`src/pkg/cst_defines.vh`:
```
// Constants for the CPU-space cycle and bus termination block.
// Assumes plain Verilog-2005 inclusion by bare name.
`ifndef CST_DEFINES_VH
`define CST_DEFINES_VH
// Function code for CPU space
`define CST_FC_CPU 3'h7
// CPU space type codes on the upper type field
`define CST_TYPE_BREAKPOINT_INSTRUCTION 4'h0
`define CST_TYPE_MMU 4'h1
`define CST_TYPE_COPRO 4'h2
// Type field position in the address
`define CST_TYPE_LSB 16
// Coprocessor identifier field position
`define CST_COPROCESSOR_IDENTIFIER_LSB 13
// Breakpoint number field position
`define CST_BREAKPOINT_INSTRUCTION_LSB 2
// Identifier reserved for the memory management unit
`define CST_COPROCESSOR_IDENTIFIER_MMU 3'h0
// Port size answers (size_acknowledge code, active high here)
`define CST_ACK_NONE 2'h0
`define CST_ACK_BYTE 2'h1
`define CST_ACK_WORD 2'h2
`define CST_ACK_LONG 2'h3
// Address strobe negate delay after termination, cycles
`define CST_END_CYCLES 2'h1
`endif

```
`src/hdl/cst_sync.v`:
```
// Three-stage synchroniser for one level input.
// Assumes the input is asynchronous to clk_sys.
`timescale 1ns/1ps
`default_nettype none
module cst_sync
(
  // Clock and reset
  input wire clk_sys,
  input wire rstn,
  // Raw level in
  input wire din,
  // Filtered level out
  output reg dout
);
  reg s1; // First stage, read only by s2
  reg s2; // Second stage
  reg s3; // Third stage

  // Shift chain; output moves only when stages two and three agree
  always @(posedge clk_sys or negedge rstn)
  begin
    if (!rstn)
    begin
      s1 <= 1'b0;
      s2 <= 1'b0;
      s3 <= 1'b0;
      dout <= 1'b0;
    end
    else
    begin
      s1 <= din;
      s2 <= s1;
      s3 <= s2;
      if (s2 == s3)
        dout <= s3;
    end
  end
endmodule // cst_sync
`default_nettype wire

```
`src/hdl/cst_bus_term.v`:
```
// CPU-space cycle generator and bus cycle termination controller.
// Assumes termination inputs are asynchronous, active high at the ports,
// and that a core requests one cycle at a time with a pulse.
`timescale 1ns/1ps
`default_nettype none
`include "cst_defines.vh"
module cst_bus_term
(
  // Clock and reset
  input wire clk_sys,
  input wire rstn,
  // Core request
  input wire req_valid,
  input wire [1:0] req_kind,
  input wire [2:0] req_num,
  input wire [7:0] req_sel,
  input wire [31:0] req_addr,
  input wire [2:0] req_fc,
  input wire req_fetch,
  input wire req_cache_fill,
  output wire req_ready,
  // Core results
  output reg done,
  output reg [15:0] done_data,
  output reg pipe_insert,
  output reg exc_illegal,
  output reg exc_bus_error,
  output reg fault_pending,
  input wire fault_used,
  input wire fault_discard,
  output reg cache_invalidate,
  output reg halted,
  // Bus pins
  output reg [31:0] address,
  output reg [2:0] function_code,
  output reg address_strobe,
  input wire [15:0] data_in,
  input wire [1:0] size_acknowledge,
  input wire bus_error_input,
  input wire halt_input
);
  // Request kinds
  localparam [1:0] KIND_MEM = 2'h0;
  localparam [1:0] KIND_BREAKPOINT_INSTRUCTION = 2'h1;
  localparam [1:0] KIND_COPRO = 2'h2;
  localparam [1:0] KIND_MMU = 2'h3;
  // One-hot states
  localparam [5:0] ST_IDLE = 6'h01;
  localparam [5:0] ST_WAIT = 6'h02;
  localparam [5:0] ST_LATE = 6'h04;
  localparam [5:0] ST_END = 6'h08;
  localparam [5:0] ST_HOLD = 6'h10;
  localparam [5:0] ST_RETRY = 6'h20;

  reg [5:0] state; // Bus state
  reg [1:0] kind; // Kind of current cycle
  reg fetch; // Cycle is a prefetch
  reg fill; // Cycle fills the cache
  reg second; // Second breakpoint byte cycle
  reg [7:0] byte_hi; // First byte of a split word
  reg [1:0] outcome; // 0 normal, 1 halt, 2 bus_error_input, 3 retry
  reg fault_fire; // Pulse when a faulted prefetch word is used
  wire ack0; // Synchronised acknowledge bits
  wire ack1;
  wire bus_error_input_s; // Synchronised bus error
  wire halt_s; // Synchronised halt
  wire ack_any;
  wire [1:0] ack_code;

  // Termination inputs pass four flops each
  cst_sync u_ack0 (.clk_sys(clk_sys), .rstn(rstn), .din(size_acknowledge[0]), .dout(ack0));
  cst_sync u_ack1 (.clk_sys(clk_sys), .rstn(rstn), .din(size_acknowledge[1]), .dout(ack1));
  // Same filter aligns simultaneous inputs on one sample
  cst_sync u_bus_error_input (.clk_sys(clk_sys), .rstn(rstn), .din(bus_error_input), .dout(bus_error_input_s));
  cst_sync u_halt (.clk_sys(clk_sys), .rstn(rstn), .din(halt_input), .dout(halt_s));

  assign ack_code = {ack1, ack0};
  assign ack_any = ack0 | ack1;
  // New request only when idle and not halted
  assign req_ready = (state == ST_IDLE) && !halt_s;

  // Main cycle sequencer
  always @(posedge clk_sys or negedge rstn)
  begin
    if (!rstn)
    begin
      state <= ST_IDLE;
      kind <= KIND_MEM;
      fetch <= 1'b0;
      fill <= 1'b0;
      second <= 1'b0;
      byte_hi <= 8'h00;
      outcome <= 2'h0;
      done <= 1'b0;
      done_data <= 16'h0000;
      pipe_insert <= 1'b0;
      exc_illegal <= 1'b0;
      exc_bus_error <= 1'b0;
      cache_invalidate <= 1'b0;
      halted <= 1'b0;
      address <= 32'h00000000;
      function_code <= 3'h0;
      address_strobe <= 1'b0;
    end
    else
    begin
      // Result strobes are single cycle
      done <= 1'b0;
      pipe_insert <= 1'b0;
      exc_illegal <= 1'b0;
      exc_bus_error <= 1'b0;
      cache_invalidate <= 1'b0;
      // Deferred prefetch fault becomes an exception only on use
      if (fault_fire)
        exc_bus_error <= 1'b1;
      case (state)
        ST_IDLE:
        begin
          halted <= halt_s;
          if (req_valid && !halt_s)
          begin
            kind <= req_kind;
            fetch <= req_fetch;
            fill <= req_cache_fill;
            second <= 1'b0;
            address_strobe <= 1'b1;
            state <= ST_WAIT;
            if (req_kind == KIND_MEM)
            begin
              address <= req_addr;
              function_code <= req_fc;
            end
            else
            begin
              function_code <= `CST_FC_CPU;
              address <= 32'h00000000;
              if (req_kind == KIND_BREAKPOINT_INSTRUCTION)
              begin
                // Breakpoint number on A4-A2, type zero
                address[`CST_TYPE_LSB +: 4] <= `CST_TYPE_BREAKPOINT_INSTRUCTION;
                address[`CST_BREAKPOINT_INSTRUCTION_LSB +: 3] <= req_num;
              end
              else if (req_kind == KIND_COPRO)
              begin
                // Type, identifier and register select
                address[`CST_TYPE_LSB +: 4] <= `CST_TYPE_COPRO;
                address[`CST_COPROCESSOR_IDENTIFIER_LSB +: 3] <= req_num;
                address[5:0] <= req_sel[5:0];
              end
              else
              begin
                // MMU access level check
                address[`CST_TYPE_LSB +: 4] <= `CST_TYPE_MMU;
                address[`CST_COPROCESSOR_IDENTIFIER_LSB +: 3] <= `CST_COPROCESSOR_IDENTIFIER_MMU;
                address[7:0] <= req_sel;
              end
            end
          end
        end
        ST_WAIT:
        begin
          // Bus error outranks acknowledge
          if (bus_error_input_s)
          begin
            outcome <= halt_s ? 2'h3 : 2'h2;
            state <= ST_END;
          end
          else if (ack_any)
          begin
            // Halt with ack still a normal end; wait one for late error
            outcome <= halt_s ? 2'h1 : 2'h0;
            state <= ST_LATE;
          end
          // Otherwise wait states, sampling again
        end
        ST_LATE:
        begin
          // One more sample catches a late bus error
          if (bus_error_input_s)
            outcome <= halt_s ? 2'h3 : 2'h2;
          else if (halt_s)
            outcome <= 2'h1;
          // Capture data on the acknowledged size
          if (kind == KIND_BREAKPOINT_INSTRUCTION && !second && ack_code == `CST_ACK_BYTE)
            byte_hi <= data_in[15:8];
          else
            done_data <= second ? {byte_hi, data_in[15:8]} : data_in;
          state <= ST_END;
        end
        ST_END:
        begin
          // Strobe negated on every outcome, in the same cycle as exc_illegal or a non-prefetch exc_bus_error
          address_strobe <= 1'b0;
          case (outcome)
            2'h3:
              state <= ST_RETRY;
            2'h2:
            begin
              state <= ST_IDLE;
              done <= 1'b1;
              if (fill)
                cache_invalidate <= 1'b1;
              if (kind == KIND_BREAKPOINT_INSTRUCTION)
                exc_illegal <= 1'b1;
              else if (!fetch)
                exc_bus_error <= 1'b1;
            end
            2'h1:
            begin
              halted <= 1'b1;
              state <= ST_HOLD;
            end
            default:
            begin
              if (kind == KIND_BREAKPOINT_INSTRUCTION && !second && ack_code == `CST_ACK_BYTE)
              begin
                // Byte port: fetch second half of word
                second <= 1'b1;
                address[0] <= 1'b1;
                state <= ST_RETRY;
              end
              else
              begin
                done <= 1'b1;
                pipe_insert <= (kind == KIND_BREAKPOINT_INSTRUCTION);
                state <= ST_IDLE;
              end
            end
          endcase
        end
        ST_HOLD:
        begin
          // Completed cycle, bus quiet until halt drops
          if (!halt_s)
          begin
            halted <= 1'b0;
            done <= 1'b1;
            pipe_insert <= (kind == KIND_BREAKPOINT_INSTRUCTION) && !second;
            state <= ST_IDLE;
          end
        end
        ST_RETRY:
        begin
          // Rerun the same address (A0 set for a second byte) and code once error, halt and acknowledge are all negated
          halted <= halt_s;
          if (!bus_error_input_s && !halt_s && !ack_any)
          begin
            halted <= 1'b0;
            address_strobe <= 1'b1;
            state <= ST_WAIT;
          end
        end
        default:
          state <= ST_IDLE;
      endcase
    end
  end

  // Deferred prefetch fault, set when a memory prefetch ends in bus error, held until used or discarded
  always @(posedge clk_sys or negedge rstn)
  begin
    if (!rstn)
      fault_pending <= 1'b0;
    else if (state == ST_END && outcome == 2'h2 && fetch && kind == KIND_MEM)
      fault_pending <= 1'b1;
    else if (fault_discard)
      fault_pending <= 1'b0;
    else if (fault_used && fault_pending)
      fault_pending <= 1'b0;
  end

  // Exception on use of the faulting word; a discard in the same cycle wins
  always @(posedge clk_sys or negedge rstn)
  begin
    if (!rstn)
      fault_fire <= 1'b0;
    else
      fault_fire <= fault_used && fault_pending && !fault_discard;
  end
endmodule // cst_bus_term
`default_nettype wire

```
`config.mk`:
```
export PLATFORM = sky130hd
export DESIGN_NAME = cst_bus_term
export DESIGN_NICKNAME = d
export VERILOG_FILES = /design/src/hdl/cst_sync.v /design/src/hdl/cst_bus_term.v
export VERILOG_INCLUDE_DIRS = /design/src /design/src/pkg
export SDC_FILE = /design/constraint.sdc
export NUM_CORES = 1
export LEC_CHECK = 0
export BUFFER_PORTS_ARGS = -buffer_cell sky130_fd_sc_hd__buf_4
export CAP_MARGIN = 20
export CORE_ASPECT_RATIO = 1.25
export CORE_MARGIN = 4
export CORE_UTILIZATION = 51
export DETAILED_ROUTE_END_ITERATION = 10
export PLACE_DENSITY = 0.8
export SYNTH_ARGS = -nofsm -noshare
export SYNTH_HDL_FRONTEND = slang
export SYNTH_SLANG_ARGS = --single-unit
```
`constraint.sdc`:
```
create_clock -name clk_sys -period 2.2 [get_ports clk_sys]
set_input_delay 0.33 -clock clk_sys [delete_from_list [all_inputs] [get_ports clk_sys]]
set_output_delay 0.33 -clock clk_sys [all_outputs]
set_load 0.05 [all_outputs]
```
## Word level (Yosys, flattened, before mapping)

Index checks and enable logic that the tools add are counted.

- Register bits: 97
- Bits of input ports: 75
- Output and inout bits: 60
- Logic and storage cells: 156

- Eq/ne operators: 25
- Muxes and demuxes: 60
- Bitwise logic cells: 2
- Reductions and logical operators: 33

Operator list:

| operator | number |
|---|---|
| $mux 6 | 6 |
| $pmux 6 s6 | 1 |
| $mux 32 | 1 |
| $mux 1 | 30 |
| $pmux 6 s3 | 1 |
| $mux 16 | 1 |
| $mux 2 | 6 |
| $mux 3 | 4 |
| $logic_and 1x1->1 | 11 |
| $pmux 1 s2 | 5 |
| $reduce_and 3->1 | 3 |
| $eq 2x1->1 const B | 4 |
| $ne 2x2->1 const B | 4 |
| $reduce_and 4->1 | 2 |
| $eq 2x2->1 const B | 3 |
| $eq 6x1->1 const B | 1 |
| $eq 6x2->1 const B | 1 |
| $eq 6x3->1 const B | 1 |
| $eq 6x4->1 const B | 1 |
| $eq 6x5->1 const B | 1 |
| $eq 6x6->1 const B | 1 |
| $reduce_and 2->1 | 3 |
| $reduce_bool 3->1 | 2 |
| $logic_not 1->1 | 5 |
| 16 further kinds | 22 |

## Longest topological paths before layout

- Depth in word-level cells: 6
- Mapped depth: 7
- Mapped depth without buffers: 6

## Modules after synthesis

From an unflattened synthesis, not the netlist that was laid out.

- Cells, all modules: 397
- Area total of the unflattened synthesis: 4,231.6 µm²

Modules (own cells, without submodules):

| module | times used | cells an instance | area an instance (µm²) | sequential area each (µm²) |
|---|---|---|---|---|
| cst_bus_term | 1 | 377 | 3,786.1 | 2,028.2 |
| cst_sync | 4 | 5 | 111.4 | 100.1 |

## Worst setup path after synthesis

OpenSTA, ideal clock, no wires.

- Path kind: register to output
- Start point: register state[0]
- End point: output req_ready
- Arrival time: 1.535 ns
- Data required time: 1.870 ns
- Slack: 0.335 ns
- Cell stages (with the launch flop): 5
- Path buffers: 1
- Path through: dfstp_2 buf_6 and2b_1 nand3_1 nor2_1

- Word-level cells in the longest chain between the ends: 2

Ends and longest elaborated chain:

| element | RTL line | text |
|---|---|---|
| start: declaration | cst_bus_term.v:55 | `reg [5:0] state;` |
| start signal: assignment | cst_bus_term.v:87 | `state <= ST_IDLE;` |
| start signal: assignment | cst_bus_term.v:127 | `state <= ST_WAIT;` |
| start signal: assignment | cst_bus_term.v:166 | `state <= ST_END;` |
| $eq 6x1->1 | cst_bus_term.v:80 | `assign req_ready = (state == ST_IDLE) && !halt_s;` |
| $logic_and 1x1->1 | cst_bus_term.v:80 |  |
| end: declaration | cst_bus_term.v:21 | `output wire req_ready,` |

Every way passes these cells.

## Worst setup path after layout

- Start point: register state[5]
- End point: output req_ready

Same word-level chain as after synthesis.

==> results.cfg <==
[run_status]
status = complete, no violations

[timing]
worst_pin_slew_ns = 0.629
slew-limit-headroom_pct = 57.7
fin_skew_ns = 0.00617
totalNegativeSetupSlack_ns = 0
period_needed_ns = 2.00
setup_viol = 0
maxSlewViolCount = 0
timing.final.crit_share_pct = 90.9
finalHoldViolCount = 0
fmax_ghz = 0.500
grt_setup_unrepaired = no

[clock_network]
clkTransAtPathRegs_ns = 0.09
cts_setup_buffers = 0
cts_resized = 0
cts_tree = built
clkSinkCount = 97
h-tree-depth = 3
worstSkewPairLatency_ns = 0.36
cts_buffers = 9
clock_path_buffers = 2
cts_root_buffer = clkbuf_8

[route]
ant_nets = 0
finalWirelength_mm = 10.6
first_pass_iters = 5
via_count = 3465
route.detailed.drc = 0
routed_via_density = 5.52
wl_per_cell_um = 16.9
drt_iter0_markers = 264

[setup_path]
arrival_ns = 1.67
worstSetupStartpoint = state[5]
cp_max_fo = 12
reg2regPathDepth = 5
rrSetupSlack_ns = 0.39
crit_path_start_kind = register
critPathCaptureType = output pin
timing.rr.start = state[5]
worstSetupEndpoint = req_ready
rr_endpoint = done_data[5]
critPathRequiredTime_ns = 1.87
crit_type = register to output pin

[logic_synthesis]
synth_flop_cell = dfrtp_1
avgSynthCellArea_um2 = 10.4
ys_types = 46
async_flop_share_pct = 100
synth.top_cells.by_area = dfrtp_1 (57%), o21ai_0 (8.9%), nand2_1 (5.6%), mux2i_1 (4.8%), mux2_2 (3.0%)
synth_area_leader_cell = dfrtp_1
ys_warn_count = 0
ys_ff_latch = 97
synth_nets = 480
synth_cells = 402
netlist_area_um2 = 4200
synth-edff-count = 0
ys_seq_area_share_pct = 57.9
synth_top_area_share_pct = 57.2

[final_layout]
areaGrowthSynthToFinish_pct = 31.1
drive_above_1_share_pct = 31.5
num_antenna_cells = 0
fill_cells = 600
design_area_um2 = 5500
nNetsFinal = 607
register_area_um2 = 2430
final_common_cell = buf_4
multi_input_area_um2 = 1620
mostFrequentLayoutCells = buf_4 (139), dfrtp_1 (96), o21ai_0 (75)

[placed_design]
placedInstanceArea_um2 = 5300
gp_congestion = 0.989
place.detailed.hpwl_mm = 7.89
portBuffers = 134

[power]
p_per_area_nw_per_um2 = 1220
peakVddDrop_mv = 1.00
totalPowerFinal_uw = 6730
power_leakage_uw = 0.00254

[global_routing]
gr-usage-met1_pct = 27.6
busiest_layer = met2
grtUsageMet2_pct = 37.6
antenna_found_initial = 0
use_met3_pct = 6.52
grt_pass1_wl_mm = 17.0
grt_max_degree = 78
grt_usage_pct = 22.8
grt-ovfl-total = 0
grt_pass1_vias = 3593

[hold_path]
min_path_type = input pin to register

[flow_run]
maxCapViolations = 0

[die]
die_h_um = 109
num_io_pins = 135
die-area_um2 = 9750
start_util_pct = 52.9
fp-row-count = 36
fp.dieW_um = 89.1
core_area_um2 = 7930
[worst min path at each step]
| stage | start | to | slack, ns | cells after the start |
|---|---|---|---|---|
| final | bus_error_input | u_bus_error_input.s1 | 0.07 | 1 |
| after CTS | bus_error_input | u_bus_error_input.s1 | 0.05 | 1 |
| after global placement | rstn | address[10] | 0.30 | 1 |
| after global routing | halt_input | u_halt.s1 | 0.06 | 1 |
| after detailed placement | rstn | address[8] | 0.31 | 1 |
| after floorplan | rstn | address[0] | 0.03 | 0 |
[cell usage after synthesis (4+ instances only)]
master     n
a21oi_1    7
a22oi_1    6
and3_1     4
buf_2      5
clkbuf_1  17
dfrtp_1   96
inv_1      8
maj3_1     4
mux2_2    11
mux2i_1   20
nand2_1   63
nand3_1    6
nor2_1    13
nor2b_1    8
nor3_1     7
nor4_1     4
o21ai_0   75
[flip-flops by register name, summed over array words and instances (netlist names), 2 cells and up]
| signal | cells |
|---|---|
| kind | 2 |
| byte_hi | 8 |
| done_data | 16 |
| outcome | 2 |
| state | 6 |
| function_code | 3 |
| address | 32 |
[critical path: stages, from the launching register on]
cell and delay (ns):
dfrtp_1 0.53, nor2_1 0.29, nand3_1 0.16, nor2_1 0.11
buf_4 0.20
[logic make-up (layout without fill, tap and decap cells)]
logic type / Yosys count / in the layout / share of synthesized area [%]
AO/OA/AOI/OAI: 110 / 110 / 15.1
XOR/XNOR: 2 / 2 / 0.417
adder cells (fa/ha/maj): 7 / 7 / 1.85
buffers and inverters: 35 / 166 / 3.64
flip-flops: 97 / 97 / 57.9
multiplexers: 31 / 31 / 7.72
AND/OR/NAND/NOR: 120 / 120 / 13.4
[power breakdown]
group | internal (uW) | total [uW] | switching [uW]
logic | 921 | 2950 | 2030
registers | 2260 | 2610 | 357
clock network | 583 | 1160 | 581
total | 3760 | 6730 | 2970
[area by class of cell]
class,instances,area share [%]
Multi-Input combinational cell,270,29.4
Clock inverter,2,0.682
Sequential cell,97,44.1
Tap cell,95,2.16
Timing Repair Buffer,143,20.2
Inverter,8,0.546
Clock buffer,13,2.89
[metrics by stage]
stage / setup slack [ns] / utilization, % / hold WS [ns] / cells
after floorplan: 0.335 / - / 0.0344 / 402
after global placement: 0.481 / 66.8 / 0.297 / 612
after detailed placement: 0.420 / 66.8 / 0.312 / 612
after CTS: 0.223 / 69.4 / 0.0529 / 628
after global routing: 0.109 / 69.4 / 0.0555 / 628
final: 0.201 / 69.4 / 0.0667 / 628
[what timing repair did]
item                                    4_1_cts  5_1_grt
hold buffers                                  1        0
endpoints found under the setup margin        0        0
endpoints found under the hold margin        32        0
[per-layer routing]
layer | share of wire [%] | vias to the layer above
li1 | - | 1661
met3 | 8.5 | 27
met4 | 3.3 | 0
met5 | 0 | -
met1 | 38 | 1623
met2 | 50 | 154
Power figures use the tool's default switching activity.
